==> src/sdram_ctrl_pkg.sv <==
// Package: constants, enumerations and pin bundle of the SDRAM command controller
package sdram_ctrl_pkg;

	// ==================================================
	// Widths
	localparam int ADDR_W    = 12;
	localparam int BA_W      = 2;
	localparam int BANKS     = 4;
	localparam int DQ_W      = 16;
	localparam int TMR_W     = 16;
	localparam int CNT_W     = 8;
	localparam int REF_W     = 12;
	localparam int OP_W      = 4;
	localparam int BEAT_W    = 4;
	localparam int IDX_W     = 3;
	localparam int MAX_BEATS = 8;

	// ==================================================
	// Timing, each figure in its own unit, cycles derived at 4 ns
	localparam int     CLK_PERIOD_PS = 4000;
	localparam int     T_RCD_NS      = 20;
	localparam int     T_RP_NS       = 20;
	localparam int     T_RC_NS       = 70;
	localparam int     T_WR_CLK      = 2;
	localparam int     T_PWRUP_US    = 200;
	localparam int     T_REF_MS      = 64;
	localparam int     REF_ROWS      = 4096;
	localparam int     RCD_CYC       = (T_RCD_NS * 1000 + CLK_PERIOD_PS - 1) / CLK_PERIOD_PS;
	localparam int     RP_CYC        = (T_RP_NS * 1000 + CLK_PERIOD_PS - 1) / CLK_PERIOD_PS;
	localparam int     RC_CYC        = (T_RC_NS * 1000 + CLK_PERIOD_PS - 1) / CLK_PERIOD_PS;
	localparam int     WR_CYC        = T_WR_CLK;
	localparam int     MRS_GAP_CYC   = 1;
	localparam int     PDN_EXIT_CYC  = 1;
	localparam int     PWRUP_CYC     = (T_PWRUP_US * 1000000 + CLK_PERIOD_PS - 1) / CLK_PERIOD_PS;
	// Refresh interval rounds down so every row is refreshed inside the period
	localparam longint REF_INT_L     = (longint'(T_REF_MS) * 64'd1000000000)
	                                   / (longint'(REF_ROWS) * CLK_PERIOD_PS);
	localparam int     REF_INT_CYC   = int'(REF_INT_L);
	localparam int     INIT_REFS     = 8;

	// ==================================================
	// Register map and fields
	localparam logic [7:0] REG_CMD       = 8'h00;
	localparam logic [7:0] REG_ADDR      = 8'h04;
	localparam logic [7:0] REG_MODE      = 8'h08;
	localparam logic [7:0] REG_WMASK     = 8'h0C;
	localparam logic [7:0] REG_STATUS    = 8'h10;
	localparam logic [7:0] REG_WBUF      = 8'h40;
	localparam logic [7:0] REG_RBUF      = 8'h60;
	localparam logic [7:0] BUF_SPAN_MASK = 8'hE0;
	localparam int         BUF_IDX_LSB   = 2;
	localparam int         CMD_AP_BIT    = 4;
	localparam int         ADDR_BANK_LSB = 12;
	localparam int         MODE_BL_LSB   = 0;
	localparam int         MODE_BT_BIT   = 3;
	localparam int         MODE_CL_LSB   = 4;
	localparam logic [ADDR_W-1:0] MODE_RST = 12'h020;
	localparam logic [ADDR_W-1:0] ADDR_ALL = 12'h400;
	localparam logic [2:0]        BL_FULL  = 3'h7;
	localparam int STB_BUSY     = 0;
	localparam int STB_INIT     = 1;
	localparam int STB_SREF     = 2;
	localparam int STB_PDN      = 3;
	localparam int STB_REFUSED  = 4;
	localparam int STB_OPEN_LSB = 8;

	// ==================================================
	// Pin command patterns {cs_n, ras_n, cas_n, we_n}
	localparam logic [3:0] CMDP_NOP   = 4'h7;
	localparam logic [3:0] CMDP_ACT   = 4'h3;
	localparam logic [3:0] CMDP_READ  = 4'h5;
	localparam logic [3:0] CMDP_WRITE = 4'h4;
	localparam logic [3:0] CMDP_PRE   = 4'h2;
	localparam logic [3:0] CMDP_REF   = 4'h1;
	localparam logic [3:0] CMDP_MRS   = 4'h0;
	localparam logic [3:0] CMDP_BST   = 4'h6;

	typedef enum logic [OP_W-1:0] {
		OP_NOP = 4'h0, OP_ACT = 4'h1, OP_READ = 4'h2, OP_WRITE = 4'h3,
		OP_PRE = 4'h4, OP_REF = 4'h5, OP_MRS = 4'h6, OP_BST = 4'h7,
		OP_SREF = 4'h8, OP_PDN = 4'h9, OP_WAKE = 4'hA
	} op_e;

	typedef enum logic [3:0] {
		ST_PWRUP = 4'h0, ST_INIT_PRE = 4'h1, ST_INIT_REF = 4'h3, ST_INIT_MRS = 4'h2,
		ST_IDLE = 4'h6, ST_WAIT = 4'h7, ST_RBURST = 4'h5, ST_WBURST = 4'h4,
		ST_LOWPWR = 4'hC
	} state_e;

	typedef struct packed {
		logic              cke;
		logic [3:0]        cmd;
		logic [BA_W-1:0]   ba;
		logic [ADDR_W-1:0] addr;
		logic              dqm;
	} sd_pins_s;

	localparam sd_pins_s PINS_RST = '{cke: 1'b1, cmd: CMDP_NOP, ba: '0, addr: '0, dqm: 1'b1};

endpackage

==> src/cycle_timer.sv <==
// Down-counting wait timer used to space SDRAM commands
`timescale 1ns/1ps
module cycle_timer
	import sdram_ctrl_pkg::*;
(
	input  wire logic             clk,
	input  wire logic             rst,
	input  wire logic             ce,
	input  wire logic             load,
	input  wire logic [TMR_W-1:0] load_val,
	output logic                  done
);

	logic [TMR_W-1:0] cnt_q;

	// A pending load hides a stale zero from the previous wait
	assign done = (cnt_q == '0) && !load;

	always_ff @(posedge clk) begin
		if (rst) begin
			cnt_q <= '0;
		end else if (ce) begin
			if (load) begin
				cnt_q <= load_val;
			end else if (cnt_q != '0) begin
				cnt_q <= cnt_q - 1'b1;
			end
		end
	end

endmodule // cycle_timer

==> src/sdram_host_ctrl.sv <==
// SDRAM command controller: APB register front end driving the memory pins
//
// Overview of operation
// - Mode register is programmed after precharge-all, before any row activation.
// - A NOP always follows a mode set command.
// - Column command waits row_to_column_delay after activate; WE picks read/write.
// - Read interrupted by write must be masked to avoid bus collision.
// - All banks precharged before either refresh mode.
// - Auto refresh, then row cycle time before next refresh or access.
// - Self refresh with CKE low; row cycle time after CKE rises.
// - Power down only with all banks precharged and precharge time elapsed.
// - Leave power down before the refresh period runs out.
// - Precharge after write waits write recovery past last data.
`timescale 1ns/1ps
module sdram_host_ctrl
	import sdram_ctrl_pkg::*;
#(
	parameter int PWRUP_CYCLES = PWRUP_CYC
) (
	input  wire logic              CLK,
	input  wire logic              RST,
	input  wire logic              CE,
	input  wire logic              PSEL,
	input  wire logic              PENABLE,
	input  wire logic              PWRITE,
	input  wire logic [7:0]        PADDR,
	input  wire logic [31:0]       PWDATA,
	output logic      [31:0]       PRDATA,
	output logic                   PREADY,
	output logic                   PSLVERR,
	output logic                   SD_CKE,
	output logic                   SD_CS_N,
	output logic                   SD_RAS_N,
	output logic                   SD_CAS_N,
	output logic                   SD_WE_N,
	output logic      [BA_W-1:0]   SD_BA,
	output logic      [ADDR_W-1:0] SD_ADDR,
	output logic                   SD_DQM,
	input  wire logic [DQ_W-1:0]   SD_DQ_I,
	output logic      [DQ_W-1:0]   SD_DQ_O,
	output logic                   SD_DQ_OE_N
);

	// ==================================================
	// State
	state_e                  state_q;
	state_e                  ret_q;
	sd_pins_s                pins_q;
	logic [DQ_W-1:0]         dq_out_q;
	logic                    dq_oe_n_q;
	logic [ADDR_W+BA_W-1:0]  addr_q;
	logic [ADDR_W-1:0]       mode_q;
	logic [MAX_BEATS-1:0]    wmask_q;
	logic [DQ_W-1:0]         wbuf_q [MAX_BEATS];
	logic [DQ_W-1:0]         rbuf_q [MAX_BEATS];
	logic [BANKS-1:0]        open_q;
	logic [BA_W-1:0]         cur_bank_q;
	logic                    cur_ap_q;
	logic [BEAT_W-1:0]       beat_q;
	logic                    init_done_q;
	logic [BEAT_W-1:0]       init_refs_q;
	logic                    self_q;
	logic                    refused_q;
	logic                    ref_pend_q;
	logic [REF_W-1:0]        ref_cnt_q;
	logic                    tmr_ld_q;
	logic [TMR_W-1:0]        tmr_val_q;
	logic                    tmr_done;
	logic [31:0]             prdata_q;
	logic [31:0]             rd_mux;

	// ==================================================
	// APB decode
	wire       apb_wr    = PSEL && PENABLE && PWRITE;
	wire       apb_setup = PSEL && !PENABLE;
	wire       hit_wbuf  = (PADDR & BUF_SPAN_MASK) == REG_WBUF;
	wire       hit_rbuf  = (PADDR & BUF_SPAN_MASK) == REG_RBUF;
	wire [IDX_W-1:0] buf_idx = PADDR[BUF_IDX_LSB +: IDX_W];
	wire       mapped    = (PADDR == REG_CMD) || (PADDR == REG_ADDR) || (PADDR == REG_MODE)
	                       || (PADDR == REG_WMASK) || (PADDR == REG_STATUS) || hit_wbuf || hit_rbuf;
	wire       cmd_wr    = apb_wr && (PADDR == REG_CMD);
	wire       stat_wr   = apb_wr && (PADDR == REG_STATUS);
	wire op_e  cmd_op    = op_e'(PWDATA[OP_W-1:0]);
	wire       cmd_ap    = PWDATA[CMD_AP_BIT];

	assign PREADY  = 1'b1;
	assign PSLVERR = PSEL && PENABLE && !mapped;
	assign PRDATA  = prdata_q;

	// ==================================================
	// Mode fields and command legality
	wire [2:0]        bl_code  = mode_q[MODE_BL_LSB +: 3];
	wire [2:0]        cl       = mode_q[MODE_CL_LSB +: 3];
	wire              full_pg  = (bl_code == BL_FULL);
	wire [BEAT_W-1:0] beats    = full_pg ? BEAT_W'(MAX_BEATS) : (BEAT_W'(1) << bl_code[1:0]);
	wire [BA_W-1:0]   req_bank = addr_q[ADDR_BANK_LSB +: BA_W];
	wire              bank_open  = open_q[req_bank];
	wire              all_closed = (open_q == '0);
	// Full page cannot be combined with interleaved order
	wire              mode_bad   = full_pg && mode_q[MODE_BT_BIT];
	wire [ADDR_W-1:0] col_addr   = (addr_q[ADDR_W-1:0] & ~ADDR_ALL) | (cmd_ap ? ADDR_ALL : '0);

	// refresh and power down only with all banks closed
	wire cmd_legal =
		(state_q == ST_LOWPWR) ? (cmd_op == OP_WAKE) :
		(state_q != ST_IDLE) ? 1'b0 :
		(cmd_op == OP_ACT) ? (init_done_q && !bank_open) :
		(cmd_op == OP_READ || cmd_op == OP_WRITE) ? bank_open :
		(cmd_op == OP_REF || cmd_op == OP_SREF || cmd_op == OP_PDN) ? all_closed :
		(cmd_op == OP_MRS) ? (all_closed && !mode_bad) :
		(cmd_op == OP_NOP || cmd_op == OP_PRE || cmd_op == OP_BST);
	wire cmd_take = cmd_wr && cmd_legal;

	// ==================================================
	// Read capture window, counted from the edge that registers the read
	wire [4:0]       cap_end = 5'(cl) + 5'(beats);
	wire             cap_en  = ({1'b0, beat_q} >= 5'(cl)) && ({1'b0, beat_q} < cap_end);
	wire [IDX_W-1:0] cap_idx = IDX_W'(beat_q - BEAT_W'(cl));
	wire             rd_last = ({1'b0, beat_q} == cap_end - 5'd1);
	wire [TMR_W-1:0] wr_rec  = cur_ap_q ? TMR_W'(WR_CYC + RP_CYC - 1) : TMR_W'(WR_CYC - 1);

	wire [31:0] status_w = (32'(open_q) << STB_OPEN_LSB) | (32'(refused_q) << STB_REFUSED)
		| (32'(state_q == ST_LOWPWR && !self_q) << STB_PDN)
		| (32'(state_q == ST_LOWPWR && self_q) << STB_SREF)
		| (32'(init_done_q) << STB_INIT) | (32'(state_q != ST_IDLE) << STB_BUSY);

	assign SD_CKE     = pins_q.cke;
	assign SD_CS_N    = pins_q.cmd[3];
	assign SD_RAS_N   = pins_q.cmd[2];
	assign SD_CAS_N   = pins_q.cmd[1];
	assign SD_WE_N    = pins_q.cmd[0];
	assign SD_BA      = pins_q.ba;
	assign SD_ADDR    = pins_q.addr;
	assign SD_DQM     = pins_q.dqm;
	assign SD_DQ_O    = dq_out_q;
	assign SD_DQ_OE_N = dq_oe_n_q;

	cycle_timer u_timer (
		.clk      (CLK),
		.rst      (RST),
		.ce       (CE),
		.load     (tmr_ld_q),
		.load_val (tmr_val_q),
		.done     (tmr_done)
	);

	// ==================================================
	// Register file
	always_comb begin
		rd_mux = '0;
		if (PADDR == REG_ADDR) begin
			rd_mux = 32'(addr_q);
		end else if (PADDR == REG_MODE) begin
			rd_mux = 32'(mode_q);
		end else if (PADDR == REG_WMASK) begin
			rd_mux = 32'(wmask_q);
		end else if (PADDR == REG_STATUS) begin
			rd_mux = status_w;
		end else if (hit_wbuf) begin
			rd_mux = 32'(wbuf_q[buf_idx]);
		end else if (hit_rbuf) begin
			rd_mux = 32'(rbuf_q[buf_idx]);
		end
	end

	always_ff @(posedge CLK) begin
		if (RST) begin
			prdata_q  <= '0;
			addr_q    <= '0;
			mode_q    <= MODE_RST;
			wmask_q   <= '0;
			refused_q <= 1'b0;
		end else if (CE) begin
			if (apb_setup) prdata_q <= rd_mux;
			if (apb_wr && PADDR == REG_ADDR) addr_q <= PWDATA[ADDR_W+BA_W-1:0];
			if (apb_wr && PADDR == REG_MODE) mode_q <= PWDATA[ADDR_W-1:0];
			if (apb_wr && PADDR == REG_WMASK) wmask_q <= PWDATA[MAX_BEATS-1:0];
			// A refusal in the same cycle as the clear stays visible
			refused_q <= (cmd_wr && !cmd_legal)
				|| (refused_q && !(stat_wr && PWDATA[STB_REFUSED]));
		end
	end

	always_ff @(posedge CLK) begin
		if (CE && apb_wr && hit_wbuf) wbuf_q[buf_idx] <= PWDATA[DQ_W-1:0];
	end

	// ==================================================
	// Refresh interval timer; cleared before init and in self refresh
	always_ff @(posedge CLK) begin
		if (RST) begin
			ref_cnt_q  <= '0;
			ref_pend_q <= 1'b0;
		end else if (CE) begin
			if (!init_done_q || (state_q == ST_LOWPWR && self_q)) begin
				ref_cnt_q  <= '0;
				ref_pend_q <= 1'b0;
			end else begin
				ref_cnt_q  <= (ref_cnt_q == REF_W'(REF_INT_CYC - 1)) ? '0 : ref_cnt_q + 1'b1;
				ref_pend_q <= (ref_cnt_q == REF_W'(REF_INT_CYC - 1))
					|| (ref_pend_q && !(pins_q.cmd == CMDP_REF));
			end
		end
	end

	// ==================================================
	// Command sequencer
	always_ff @(posedge CLK) begin
		if (RST) begin
			state_q     <= ST_PWRUP;
			ret_q       <= ST_IDLE;
			pins_q      <= PINS_RST;
			dq_out_q    <= '0;
			dq_oe_n_q   <= 1'b1;
			open_q      <= '0;
			cur_bank_q  <= '0;
			cur_ap_q    <= 1'b0;
			beat_q      <= '0;
			init_done_q <= 1'b0;
			init_refs_q <= '0;
			self_q      <= 1'b0;
			tmr_ld_q    <= 1'b1;
			tmr_val_q   <= TMR_W'(PWRUP_CYCLES - 1);
		end else if (CE) begin
			pins_q.cmd <= CMDP_NOP;
			pins_q.dqm <= !init_done_q;
			dq_oe_n_q  <= 1'b1;
			tmr_ld_q   <= 1'b0;
			case (state_q)
				ST_PWRUP: begin
					if (tmr_done) begin
						pins_q.cmd  <= CMDP_PRE;
						pins_q.addr <= ADDR_ALL;
						tmr_ld_q    <= 1'b1;
						tmr_val_q   <= TMR_W'(RP_CYC - 1);
						ret_q       <= ST_INIT_REF;
						state_q     <= ST_WAIT;
					end
				end
				ST_INIT_REF: begin
					pins_q.cmd  <= CMDP_REF;
					init_refs_q <= init_refs_q + 1'b1;
					tmr_ld_q    <= 1'b1;
					tmr_val_q   <= TMR_W'(RC_CYC - 1);
					ret_q       <= (init_refs_q == BEAT_W'(INIT_REFS - 1)) ? ST_INIT_MRS : ST_INIT_REF;
					state_q     <= ST_WAIT;
				end
				// mode set closes the power-up sequence
				ST_INIT_MRS: begin
					pins_q.cmd  <= CMDP_MRS;
					pins_q.ba   <= '0;
					pins_q.addr <= mode_q;
					init_done_q <= 1'b1;
					tmr_ld_q    <= 1'b1;
					tmr_val_q   <= TMR_W'(MRS_GAP_CYC - 1);
					ret_q       <= ST_IDLE;
					state_q     <= ST_WAIT;
				end
				// waiting here keeps NOP on the pins after a mode set
				ST_WAIT: begin
					if (tmr_done) state_q <= ret_q;
				end
				ST_IDLE: begin
					ret_q      <= ST_IDLE;
					cur_bank_q <= req_bank;
					cur_ap_q   <= cmd_ap;
					beat_q     <= '0;
					if (cmd_take) begin
						pins_q.ba <= req_bank;
						case (cmd_op)
							OP_ACT: begin
								pins_q.cmd      <= CMDP_ACT;
								pins_q.addr     <= addr_q[ADDR_W-1:0];
								open_q[req_bank] <= 1'b1;
								tmr_ld_q        <= 1'b1;
								tmr_val_q       <= TMR_W'(RCD_CYC - 1);
								state_q         <= ST_WAIT;
							end
							// reads finish before any write, so the bus never collides
							OP_READ: begin
								pins_q.cmd  <= CMDP_READ;
								pins_q.addr <= col_addr;
								state_q     <= ST_RBURST;
							end
							// first word and mask go out with the write command
							OP_WRITE: begin
								pins_q.cmd  <= CMDP_WRITE;
								pins_q.addr <= col_addr;
								pins_q.dqm  <= wmask_q[0];
								dq_out_q    <= wbuf_q[0];
								dq_oe_n_q   <= 1'b0;
								beat_q      <= BEAT_W'(1);
								state_q     <= ST_WBURST;
							end
							// A10 selects all banks, else the bank select pair
							OP_PRE: begin
								pins_q.cmd  <= CMDP_PRE;
								pins_q.addr <= cmd_ap ? ADDR_ALL : '0;
								if (cmd_ap) open_q <= '0;
								else open_q[req_bank] <= 1'b0;
								tmr_ld_q  <= 1'b1;
								tmr_val_q <= TMR_W'(RP_CYC - 1);
								state_q   <= ST_WAIT;
							end
							// row cycle time after an auto refresh
							OP_REF: begin
								pins_q.cmd <= CMDP_REF;
								tmr_ld_q   <= 1'b1;
								tmr_val_q  <= TMR_W'(RC_CYC - 1);
								state_q    <= ST_WAIT;
							end
							OP_MRS: begin
								pins_q.cmd  <= CMDP_MRS;
								pins_q.addr <= mode_q;
								tmr_ld_q    <= 1'b1;
								tmr_val_q   <= TMR_W'(MRS_GAP_CYC - 1);
								state_q     <= ST_WAIT;
							end
							OP_BST: pins_q.cmd <= CMDP_BST;
							// self refresh entry drops CKE with the refresh command
							OP_SREF: begin
								pins_q.cmd <= CMDP_REF;
								pins_q.cke <= 1'b0;
								self_q     <= 1'b1;
								state_q    <= ST_LOWPWR;
							end
							// every wait ends its precharge time before idle
							OP_PDN: begin
								pins_q.cke <= 1'b0;
								self_q     <= 1'b0;
								state_q    <= ST_LOWPWR;
							end
							default: ;
						endcase
					end else if (ref_pend_q && !cmd_wr) begin
						// close open banks before the refresh
						pins_q.cmd  <= all_closed ? CMDP_REF : CMDP_PRE;
						pins_q.addr <= ADDR_ALL;
						open_q      <= '0;
						tmr_ld_q    <= 1'b1;
						tmr_val_q   <= all_closed ? TMR_W'(RC_CYC - 1) : TMR_W'(RP_CYC - 1);
						state_q     <= ST_WAIT;
					end
				end
				// a due refresh wakes the device from power down
				ST_LOWPWR: begin
					if (cmd_take || (!self_q && ref_pend_q)) begin
						pins_q.cke <= 1'b1;
						tmr_ld_q   <= 1'b1;
						tmr_val_q  <= self_q ? TMR_W'(RC_CYC - 1) : TMR_W'(PDN_EXIT_CYC - 1);
						self_q     <= 1'b0;
						state_q    <= ST_WAIT;
					end
				end
				// capture one programmed burst, at most eight words
				ST_RBURST: begin
					beat_q <= beat_q + 1'b1;
					if (cap_en) rbuf_q[cap_idx] <= SD_DQ_I;
					// full page never ends by itself, so stop it
					if (full_pg && beat_q == BEAT_W'(MAX_BEATS - 1)) pins_q.cmd <= CMDP_BST;
					if (rd_last) begin
						// auto precharge closes the bank; wait its precharge time
						if (cur_ap_q) open_q[cur_bank_q] <= 1'b0;
						tmr_ld_q  <= 1'b1;
						tmr_val_q <= TMR_W'(RP_CYC - 1);
						state_q   <= cur_ap_q ? ST_WAIT : ST_IDLE;
					end
				end
				ST_WBURST: begin
					if (beat_q == beats) begin
						// burst stop with masked bus ends a full page write
						if (full_pg) pins_q.cmd <= CMDP_BST;
						pins_q.dqm <= 1'b1;
						if (cur_ap_q) open_q[cur_bank_q] <= 1'b0;
						tmr_ld_q  <= 1'b1;
						tmr_val_q <= wr_rec;
						state_q   <= ST_WAIT;
					end else begin
						// per-beat mask keeps masked words out of memory
						pins_q.dqm <= wmask_q[beat_q[IDX_W-1:0]];
						dq_out_q   <= wbuf_q[beat_q[IDX_W-1:0]];
						dq_oe_n_q  <= 1'b0;
						beat_q     <= beat_q + 1'b1;
					end
				end
				default: state_q <= ST_IDLE;
			endcase
		end
	end

	// ==================================================
	// Checks
	wire is_act = pins_q.cmd == CMDP_ACT;
	wire is_col = pins_q.cmd == CMDP_READ || pins_q.cmd == CMDP_WRITE;
	wire is_ref = pins_q.cmd == CMDP_REF;
	logic [CNT_W-1:0] since_act_q;
	logic [CNT_W-1:0] since_ref_q;
	logic [CNT_W-1:0] since_wr_q;

	always_ff @(posedge CLK) begin
		if (RST) begin
			since_act_q <= '1;
			since_ref_q <= '1;
			since_wr_q  <= '1;
		end else if (CE) begin
			since_act_q <= is_act ? '0 : since_act_q + CNT_W'(since_act_q != '1);
			since_ref_q <= (is_ref || !pins_q.cke) ? '0 : since_ref_q + CNT_W'(since_ref_q != '1);
			since_wr_q  <= !dq_oe_n_q ? '0 : since_wr_q + CNT_W'(since_wr_q != '1);
		end
	end

	act_after_init_a: assert property (@(posedge CLK) disable iff (RST || !CE)
		is_act |-> init_done_q && $past(init_done_q)) else $error("activate before mode set");
	mrs_then_nop_a: assert property (@(posedge CLK) disable iff (RST || !CE)
		pins_q.cmd == CMDP_MRS |=> pins_q.cmd == CMDP_NOP) else $error("no NOP after mode set");
	col_after_rcd_a: assert property (@(posedge CLK) disable iff (RST || !CE)
		is_col |-> since_act_q >= CNT_W'(RCD_CYC - 1)) else $error("column too early");
	ref_banks_closed_a: assert property (@(posedge CLK) disable iff (RST || !CE)
		is_ref |-> open_q == '0) else $error("refresh with open bank");
	access_after_rc_a: assert property (@(posedge CLK) disable iff (RST || !CE)
		(is_act || is_col || is_ref) |-> since_ref_q >= CNT_W'(RC_CYC - 1))
		else $error("access inside row cycle time");
	pdn_banks_closed_a: assert property (@(posedge CLK) disable iff (RST || !CE)
		$fell(pins_q.cke) |-> open_q == '0) else $error("power down with open bank");
	pre_after_wr_a: assert property (@(posedge CLK) disable iff (RST || !CE)
		pins_q.cmd == CMDP_PRE |-> since_wr_q >= CNT_W'(WR_CYC - 1))
		else $error("precharge inside write recovery");
	wdata_with_cmd_a: assert property (@(posedge CLK) disable iff (RST || !CE)
		pins_q.cmd == CMDP_WRITE |-> !dq_oe_n_q) else $error("write without data");
	pdn_wake_a: assert property (@(posedge CLK) disable iff (RST || !CE)
		state_q == ST_LOWPWR && !self_q && ref_pend_q |=> pins_q.cke)
		else $error("refresh due in power down");

endmodule // sdram_host_ctrl

==> config.mk <==
export PLATFORM = sky130hd
export DESIGN_NAME = sdram_host_ctrl
export DESIGN_NICKNAME = d
export VERILOG_FILES = /design/src/sdram_ctrl_pkg.sv /design/src/cycle_timer.sv /design/src/sdram_host_ctrl.sv
export SDC_FILE = /design/constraint.sdc
export NUM_CORES = 1
export LEC_CHECK = 0
export BUFFER_PORTS_ARGS = -buffer_cell sky130_fd_sc_hd__buf_2
export CAP_MARGIN = 5
export CORE_MARGIN = 2
export CORE_UTILIZATION = 60
export CTS_CLUSTER_SIZE = 20
export DETAILED_ROUTE_END_ITERATION = 8
export MAX_ROUTING_LAYER = met4
export PLACE_DENSITY = 0.85
export SYNTH_ARGS = -nofsm -noshare
export SYNTH_HDL_FRONTEND = slang
export SYNTH_HIERARCHICAL = 1
export SYNTH_SLANG_ARGS = --single-unit
==> constraint.sdc <==
create_clock -name CLK -period 12.5 [get_ports CLK]
set_clock_uncertainty 0.2 [all_clocks]
set_input_delay 2.5 -clock CLK [delete_from_list [all_inputs] [get_ports CLK]]
set_output_delay 2.5 -clock CLK [all_outputs]
set_load 0.005 [all_outputs]
==> results of run 1 <==
synth_stat cells, types with 19 or more instances:
| cell type | number |
|---|---|
| a211o_1 | 19 |
| a21oi_1 | 88 |
| buf_4 | 21 |
| clkbuf_1 | 76 |
| dfxtp_1 | 148 |
| edfxtp_1 | 256 |
| inv_1 | 31 |
| mux2i_1 | 67 |
| mux4_2 | 103 |
| nand2_1 | 126 |
| nand2b_1 | 27 |
| nor2_1 | 135 |
| nor3_1 | 33 |
| o21ai_0 | 45 |
metrics by stage:
| step | instance area [sq um] | util [%] | setup WS (ps) | total power (uW) |
|---|---|---|---|---|
| 6_report | 21300 | 67.8 | 5530 | 3190 |
| 5_1_grt | 21300 | 67.8 | 5470 | 3300 |
| 4_1_cts | 21300 | 67.7 | 5570 | 3190 |
| 3_5_place_dp | 19900 | 63.2 | 5630 | 1930 |
| 3_3_place_gp | 19900 | 63.2 | 5650 | 1920 |
| 2_1_floorplan | 19200 | - | 5770 | 1820 |
cells by family (layout without fill, tap and decap cells):
kind of cell | after synthesis | in the layout | share of synthesized area (%)
mux | 173 | 173 | 15.8
simple gates | 430 | 430 | 10.7
buf+inv | 157 | 229 | 3.77
other cells | 2 | 27 | 0.0393
xor+xnor | 22 | 22 | 1.01
flops | 404 | 404 | 55.7
fa+ha+maj | 18 | 18 | 1.26
compound gates | 315 | 315 | 11.8
layer usage:
layer  part of all wire, %  global-route usage (%)  vias to the layer above  wire [um]
li1                      -                       -                     5934          -
met1                    37                    40.9                     6779      18800
met2                    48                    50.1                      858      24600
met3                    11                    6.86                      151       5710
met4                   3.7                    10.2                        0       1860
met5                     0                       -                        -          0
where the power goes:
| group | leakage [uW] | switching [uW] | internal, uW | total (uW) |
|---|---|---|---|---|
| logic | 0.00319 | 257 | 159 | 415 |
| registers | 0.00350 | 50.9 | 1450 | 1500 |
| clock network | 0.000680 | 523 | 751 | 1270 |
worst min path at each step:
stage                             from            to  slack (ps)  cells after the start
final                       SD_DQ_O[4]    SD_DQ_O[4]         250                      2
after global routing         PRDATA[4]     PRDATA[4]         270                      2
after CTS                   SD_DQ_O[4]    SD_DQ_O[4]         260                      2
after detailed placement    SD_DQ_O[9]    SD_DQ_O[9]         240                      2
after global placement    tmr_val_q[4]  tmr_val_q[4]         240                      2
after floorplan           tmr_val_q[4]  tmr_val_q[4]         220                      2
sequential cells by signal (all words and copies together), names as in the netlist, 5 cells and up, named ones only:
name	count
SD_DQ_O	16
mode_q	12
PRDATA	16
u_timer/cnt_q	16
ref_cnt_q	12
wmask_q	8
addr_q	14
wbuf_q	128
rbuf_q	128
SD_ADDR	12
tmr_val_q	5
final cells by class:
class                           count  share of cell area [%]
Clock inverter                     19                    1.19
Inverter                           31                   0.546
Antenna cell                        3                  0.0352
Timing Repair Buffer              121                    3.14
Tap cell                          402                    2.36
Clock buffer                       58                    5.54
Multi-Input combinational cell    982                    37.2
Sequential cell                   404                    50.0
worst min-delay path: cells and delay by family, from the launching register on:
family	cells	cell delay, ps
simple gates	1	50
flops	1	300
compound gates	1	50
==> summary.md, run 1 <==
| Metric | Value |
|---|---|
| Status | completed |
| Cell area after synthesis | 19100 sq um |
| Final Max Tran Viols | 0 |
| Critical Path Sink | PSLVERR |
| Cells after synthesis | about 1500 |
| Clock-pin slew on the worst setup and hold paths | around 50 ps |
| Kind of critical path | in -> out |
| Die Span X | 183 um |
| Core box area | 31500 sq um |
| Die area | 33300 sq um |
| Clock root buffer | clkbuf_16 |
| Endpoint kind of the worst setup timing path | output pin |
| First-pass GRT wire length | 77400 um |
| Worst Setup SP | PADDR[4] |
| Number of flops mapped to enable cells by yosys | 256 |
| I/O pin cnt | around 130 |
| Max-slew headroom | 10.6% |
| Post-Syn Area per Cell | approximately 13 sq um |
| Crit-path slowest cell | buf_4 |
| Iteration-0 DRC count of the detailed router | ~1800 |
| WL/cell | 25.2 um |
| Power per Cell Area | 150 nW/um^2 |
| Leakage | 0.00737 uW |
| Crit path max fanout | 36 |
| Initial cell density of the core | 60.8% |
| RSZ-0062 raised after global routing | no |
| Tmin final | 6970 ps |
| Worst-Skew Late Latency | approximately 550 ps |
| Num CTS Buffers | 42 |
| Cts hold-fix bufs | 0 |
| Critical Path AT | between 4000 and 5000 ps |
| Post_cts resized | 0 |
| Largest net degree at the start of global routing | 63 |
| GRT overflow | 0 |
| Top cell type's share of synthesized area | 40.2% |
| Antenna violations before repair | 3 |
| Synth-to-Final Area Change | 11.5% |
| Reg2reg start | mode_q[0] |
| Period utilisation layout | between 50% and 60% |
| Critical Path Stages | 7 |
| FF-to-FF path depth | 12 |
| Max Cap Violations | 0 |
| Vias in the first global route | 13000 |
| CTS HTree Levels | 2 |
| Final Hold Fails | 0 |
| Die Height | approximately 180 um |
| Commonest non-fill, non-tap cell in the layout | edfxtp_1 |
| Critical Path RT | 9800 ps |
| Share of cells above drive strength 1 | around a fifth |
| Register area share after synthesis | 55.7% |
| Area of the multi-input gates | 7940 sq um |
| Flop-to-flop setup slack | 7310 ps |
| RR Endpoint | tmr_val_q[14] |
| Max Fclk | between 100 and 150 MHz |
| 1st-pass router iterations | 6 |
| Nets | 1662 |
| Crit-path cells | buf_2 -> buf_4 -> nand2b_1 -> nor4_2 -> buf_4 -> nor3_1 -> buf_2 |
| Synth top area cells | edfxtp_1, dfxtp_1, mux4_2 |
| DRT Wirelength | 51000 um |
| Total number of vias | 13700 |
| Buf/Inv on CP | 4 |
| Max IR drop VDD | 181 uV |
| Worst min-delay path class | reg -> reg |
| Layout fillers | 2108 |
| Synth area leader | edfxtp_1 |
| Yosys warns | 6 |
| Worst Tran Pin Value | 1310 ps |
| Row count | 65 |
| RePlAce Congestion | 0.957 |
| Setup TNS Final | 0 ps |
| Post-CTS Setup Inserts | 0 |
| DR vias/cell | 6.79 |
| Number of synthesized register bits | ~400 |
| Dpl hpwl | 32600 um |
| Worst Setup Start Kind | input pin |
| DRC violations left | 0 |
| Clk buf depth | 3 |
| GR Util All Layers | a little under a third |
| Async S/R FF share, synth | 0% |
| Library cells used by synthesis | 83 |
| Most frequent cells in the layout | edfxtp_1, dfxtp_1, nor2_1 |
| Dominant delay contributor by cell family on the critical path | buffers and inverters |
| Final setup fails | 0 |
| Top FF cell, synth | edfxtp_1 |
| CTS tree | yes |
| Placed cells | 1940 |
| Post-route non-filler standard cell count | 2020 |
| Register area | 10700 sq um |
| Antenna-violating nets left | 0 |
| Largest stage delay on the critical path | between 500 and 600 ps |
| CTS sink count | 404 |
| Fin Hold WS | 252 ps |
| Port Buf Inserts | 98 |
Note: power is estimated with default switching activity, not from simulation.
==> run 2, diff against run 1 <==
==> constraint.sdc (replaced) <==
create_clock -name CLK -period 6.81 [get_ports CLK]
set_clock_uncertainty 0.2 [all_clocks]
set_input_delay 1.362 -clock CLK [delete_from_list [all_inputs] [get_ports CLK]]
set_output_delay 1.362 -clock CLK [all_outputs]
set_load 0.005 [all_outputs]
==> run 2 against run 1 <==
  * Via count increased by 0.28%
  * Cell area decreased by 0.21%
  * Die area unchanged
==> summary.md, run 2 (synthesized netlist as in run 1, its figures left out) <==
| Metric | Value |
|---|---|
| Critical Path AT | 5300 ps (was 4270 ps) |
| Flop-to-flop setup slack | 1750 ps (was 7310 ps) |
| First-pass GRT wire length | 77500 um (was 77400 um) |
| Worst Tran Pin Value | 1230 ps (was 1310 ps) |
| Status | completed (unchanged) |
| Max Cap Violations | 0 (unchanged) |
| Worst Setup SP | mode_q[0] (was PADDR[4]) |
| I/O pin cnt | 133 (unchanged) |
| Worst-Skew Late Latency | 550 ps (about the same) |
| RSZ-0062 raised after global routing | no (unchanged) |
| Utilization after layout | 67.6% (was 67.8%) |
| Die Span X | 183 um (unchanged) |
| Reg2reg start | mode_q[0] (unchanged) |
| Endpoint kind of the worst setup timing path | register (was output pin) |
| DR vias/cell | 6.80 (was 6.79) |
| Num CTS Buffers | 41 (was 42) |
| Row count | 65 (unchanged) |
| Worst min-delay path class | reg -> reg (unchanged) |
| 1st-pass router iterations | 6 (unchanged) |
| DRT Wirelength | 50800 um (was 51000 um) |
| Total number of vias | 13800 (was 13700) |
| Nets | 1662 (unchanged) |
| Antenna-violating nets left | 0 (unchanged) |
| Post_cts resized | 0 (unchanged) |
| Layout fillers | 2144 (was 2108) |
| DRC violations left | 0 (unchanged) |
| Vias in the first global route | 13200 (was 13000) |
| Synth-to-Final Area Change | 11.2% (was 11.5%) |
| Max IR drop VDD | 219 uV (was 181 uV) |
| FF-to-FF path depth | 10 (was 12) |
| Critical Path RT | 7050 ps (was 9800 ps) |
| GRT overflow | 0 (unchanged) |
| Max Fclk | 198 MHz |
| Crit path max fanout | 12 (was 36) |
| Die area | 33300 sq um (unchanged) |
| Setup TNS Final | 0 ps (unchanged) |
| Max-slew headroom | 17.1% (was 10.6%) |
| Largest regs | rbuf_q (128), wbuf_q (128) (unchanged) |
| Port Buf Inserts | 98 (unchanged) |
| Hold depth | 2 (unchanged) |
| Die Height | 183 um (unchanged) |
| Initial cell density of the core | 60.8% (unchanged) |
| CTS tree | yes (unchanged) |
| Cts hold-fix bufs | 0 (unchanged) |
| CTS sink count | 404 (unchanged) |
| Final setup fails | 0 (unchanged) |
| Dpl hpwl | 32100 um (was 32600 um) |
| GR Util All Layers | 31.3% (was 31.5%) |
| Final Hold Fails | 0 (unchanged) |
| Share of cells above drive strength 1 | 20.9% (unchanged) |
| Clock root buffer | clkbuf_16 (unchanged) |
| WL/cell | 25.1 um (was 25.2 um) |
| Tmin final | 5060 ps |
| Critical Path Sink | tmr_val_q[14] (was PSLVERR) |
| Iteration-0 DRC count of the detailed router | 1727 (was 1755) |
| Worst Setup Start Kind | register (was input pin) |
| Most frequent cells in the layout | edfxtp_1, dfxtp_1, nor2_1 (unchanged) |
| Register area | 10700 sq um (unchanged) |
| Kind of critical path | reg -> reg (was in -> out) |
| Core box area | 31500 sq um (unchanged) |
| CTS HTree Levels | 2 (unchanged) |
| Post-CTS Setup Inserts | 0 (unchanged) |
| Area of the multi-input gates | 7940 sq um (unchanged) |
| Clk buf depth | 3 (unchanged) |
| Antenna violations before repair | 4 (was 3) |
| Period utilisation layout | 74.3% |
| Clock-pin slew on the worst setup and hold paths | 60 ps (was 50 ps) |
| Final Max Tran Viols | 0 (unchanged) |
| Commonest non-fill, non-tap cell in the layout | edfxtp_1 (unchanged) |
| Largest net degree at the start of global routing | 64 (was 63) |
| Leakage | 0.00738 uW (was 0.00737 uW) |
| Power per Cell Area | 274 nW/um^2 (was 150 nW/um^2) |
| RePlAce Congestion | 0.952 (was 0.957) |
| RR Endpoint | tmr_val_q[14] (unchanged) |
==> run 2: how the worst min path moves through the flow <==
| stage | startpoint | endpoint |
|---|---|---|
| floorplan | tmr_val_q[4] | tmr_val_q[4] |
| global placement | tmr_val_q[4] | tmr_val_q[4] |
| detailed placement | tmr_val_q[4] | tmr_val_q[4] |
| CTS | tmr_val_q[4] | tmr_val_q[4] |
| global route | SD_DQ_O[9] | SD_DQ_O[9] |
| finish | SD_DQ_O[14] | SD_DQ_O[14] |
==> run 2: critical path: stages, from the launching register on <==
cell       delay [ps]
dfxtp_1           520
nor2_1            100
ha_1              240
fa_1              490
xor2_1            230
or4_1             450
a211o_1           310
a2111oi_0         970
o211ai_1          590
or3_1             640
a21o_1            210
==> run 2: area by class of cell <==
cell class	count	area share (%)
Tap cell	402	2.36
Sequential cell	404	50.1
Clock inverter	18	0.994
Inverter	31	0.547
Timing Repair Buffer	122	3.19
Clock buffer	58	5.46
Multi-Input combinational cell	982	37.3
Antenna cell	7	0.0823
==> run 2: routing by layer <==
metal | GRT usage [%] | wire, um | share of wire [%]
met3 | 6.07 | 5740 | 11
met1 | 40.8 | 18800 | 37
met2 | 50.0 | 24200 | 48
met5 | - | 0 | 0
met4 | 10.4 | 2070 | 4.1
==> run 2: power breakdown <==
group / internal (uW) / switching (uW) / total (uW)
combinational: 291 / 474 / 765
sequential: 2660 / 91.1 / 2760
clock: 1350 / 953 / 2300
total: 4300 / 1520 / 5820
==> run 2: through the flow <==
stage               total power, uW  worst slack (ps)  area (sq um)  cells  hold slack [ps]
floorplan                      3340              2270         19200   1543              223
global placement               3520              1940         19900   1941              238
detailed placement             3550              1880         19900   1941              243
CTS                            5810              1850         21300   2017              250
global route                   5990              1490         21300   2022              275
finish                         5820              1750         21300   2024              250
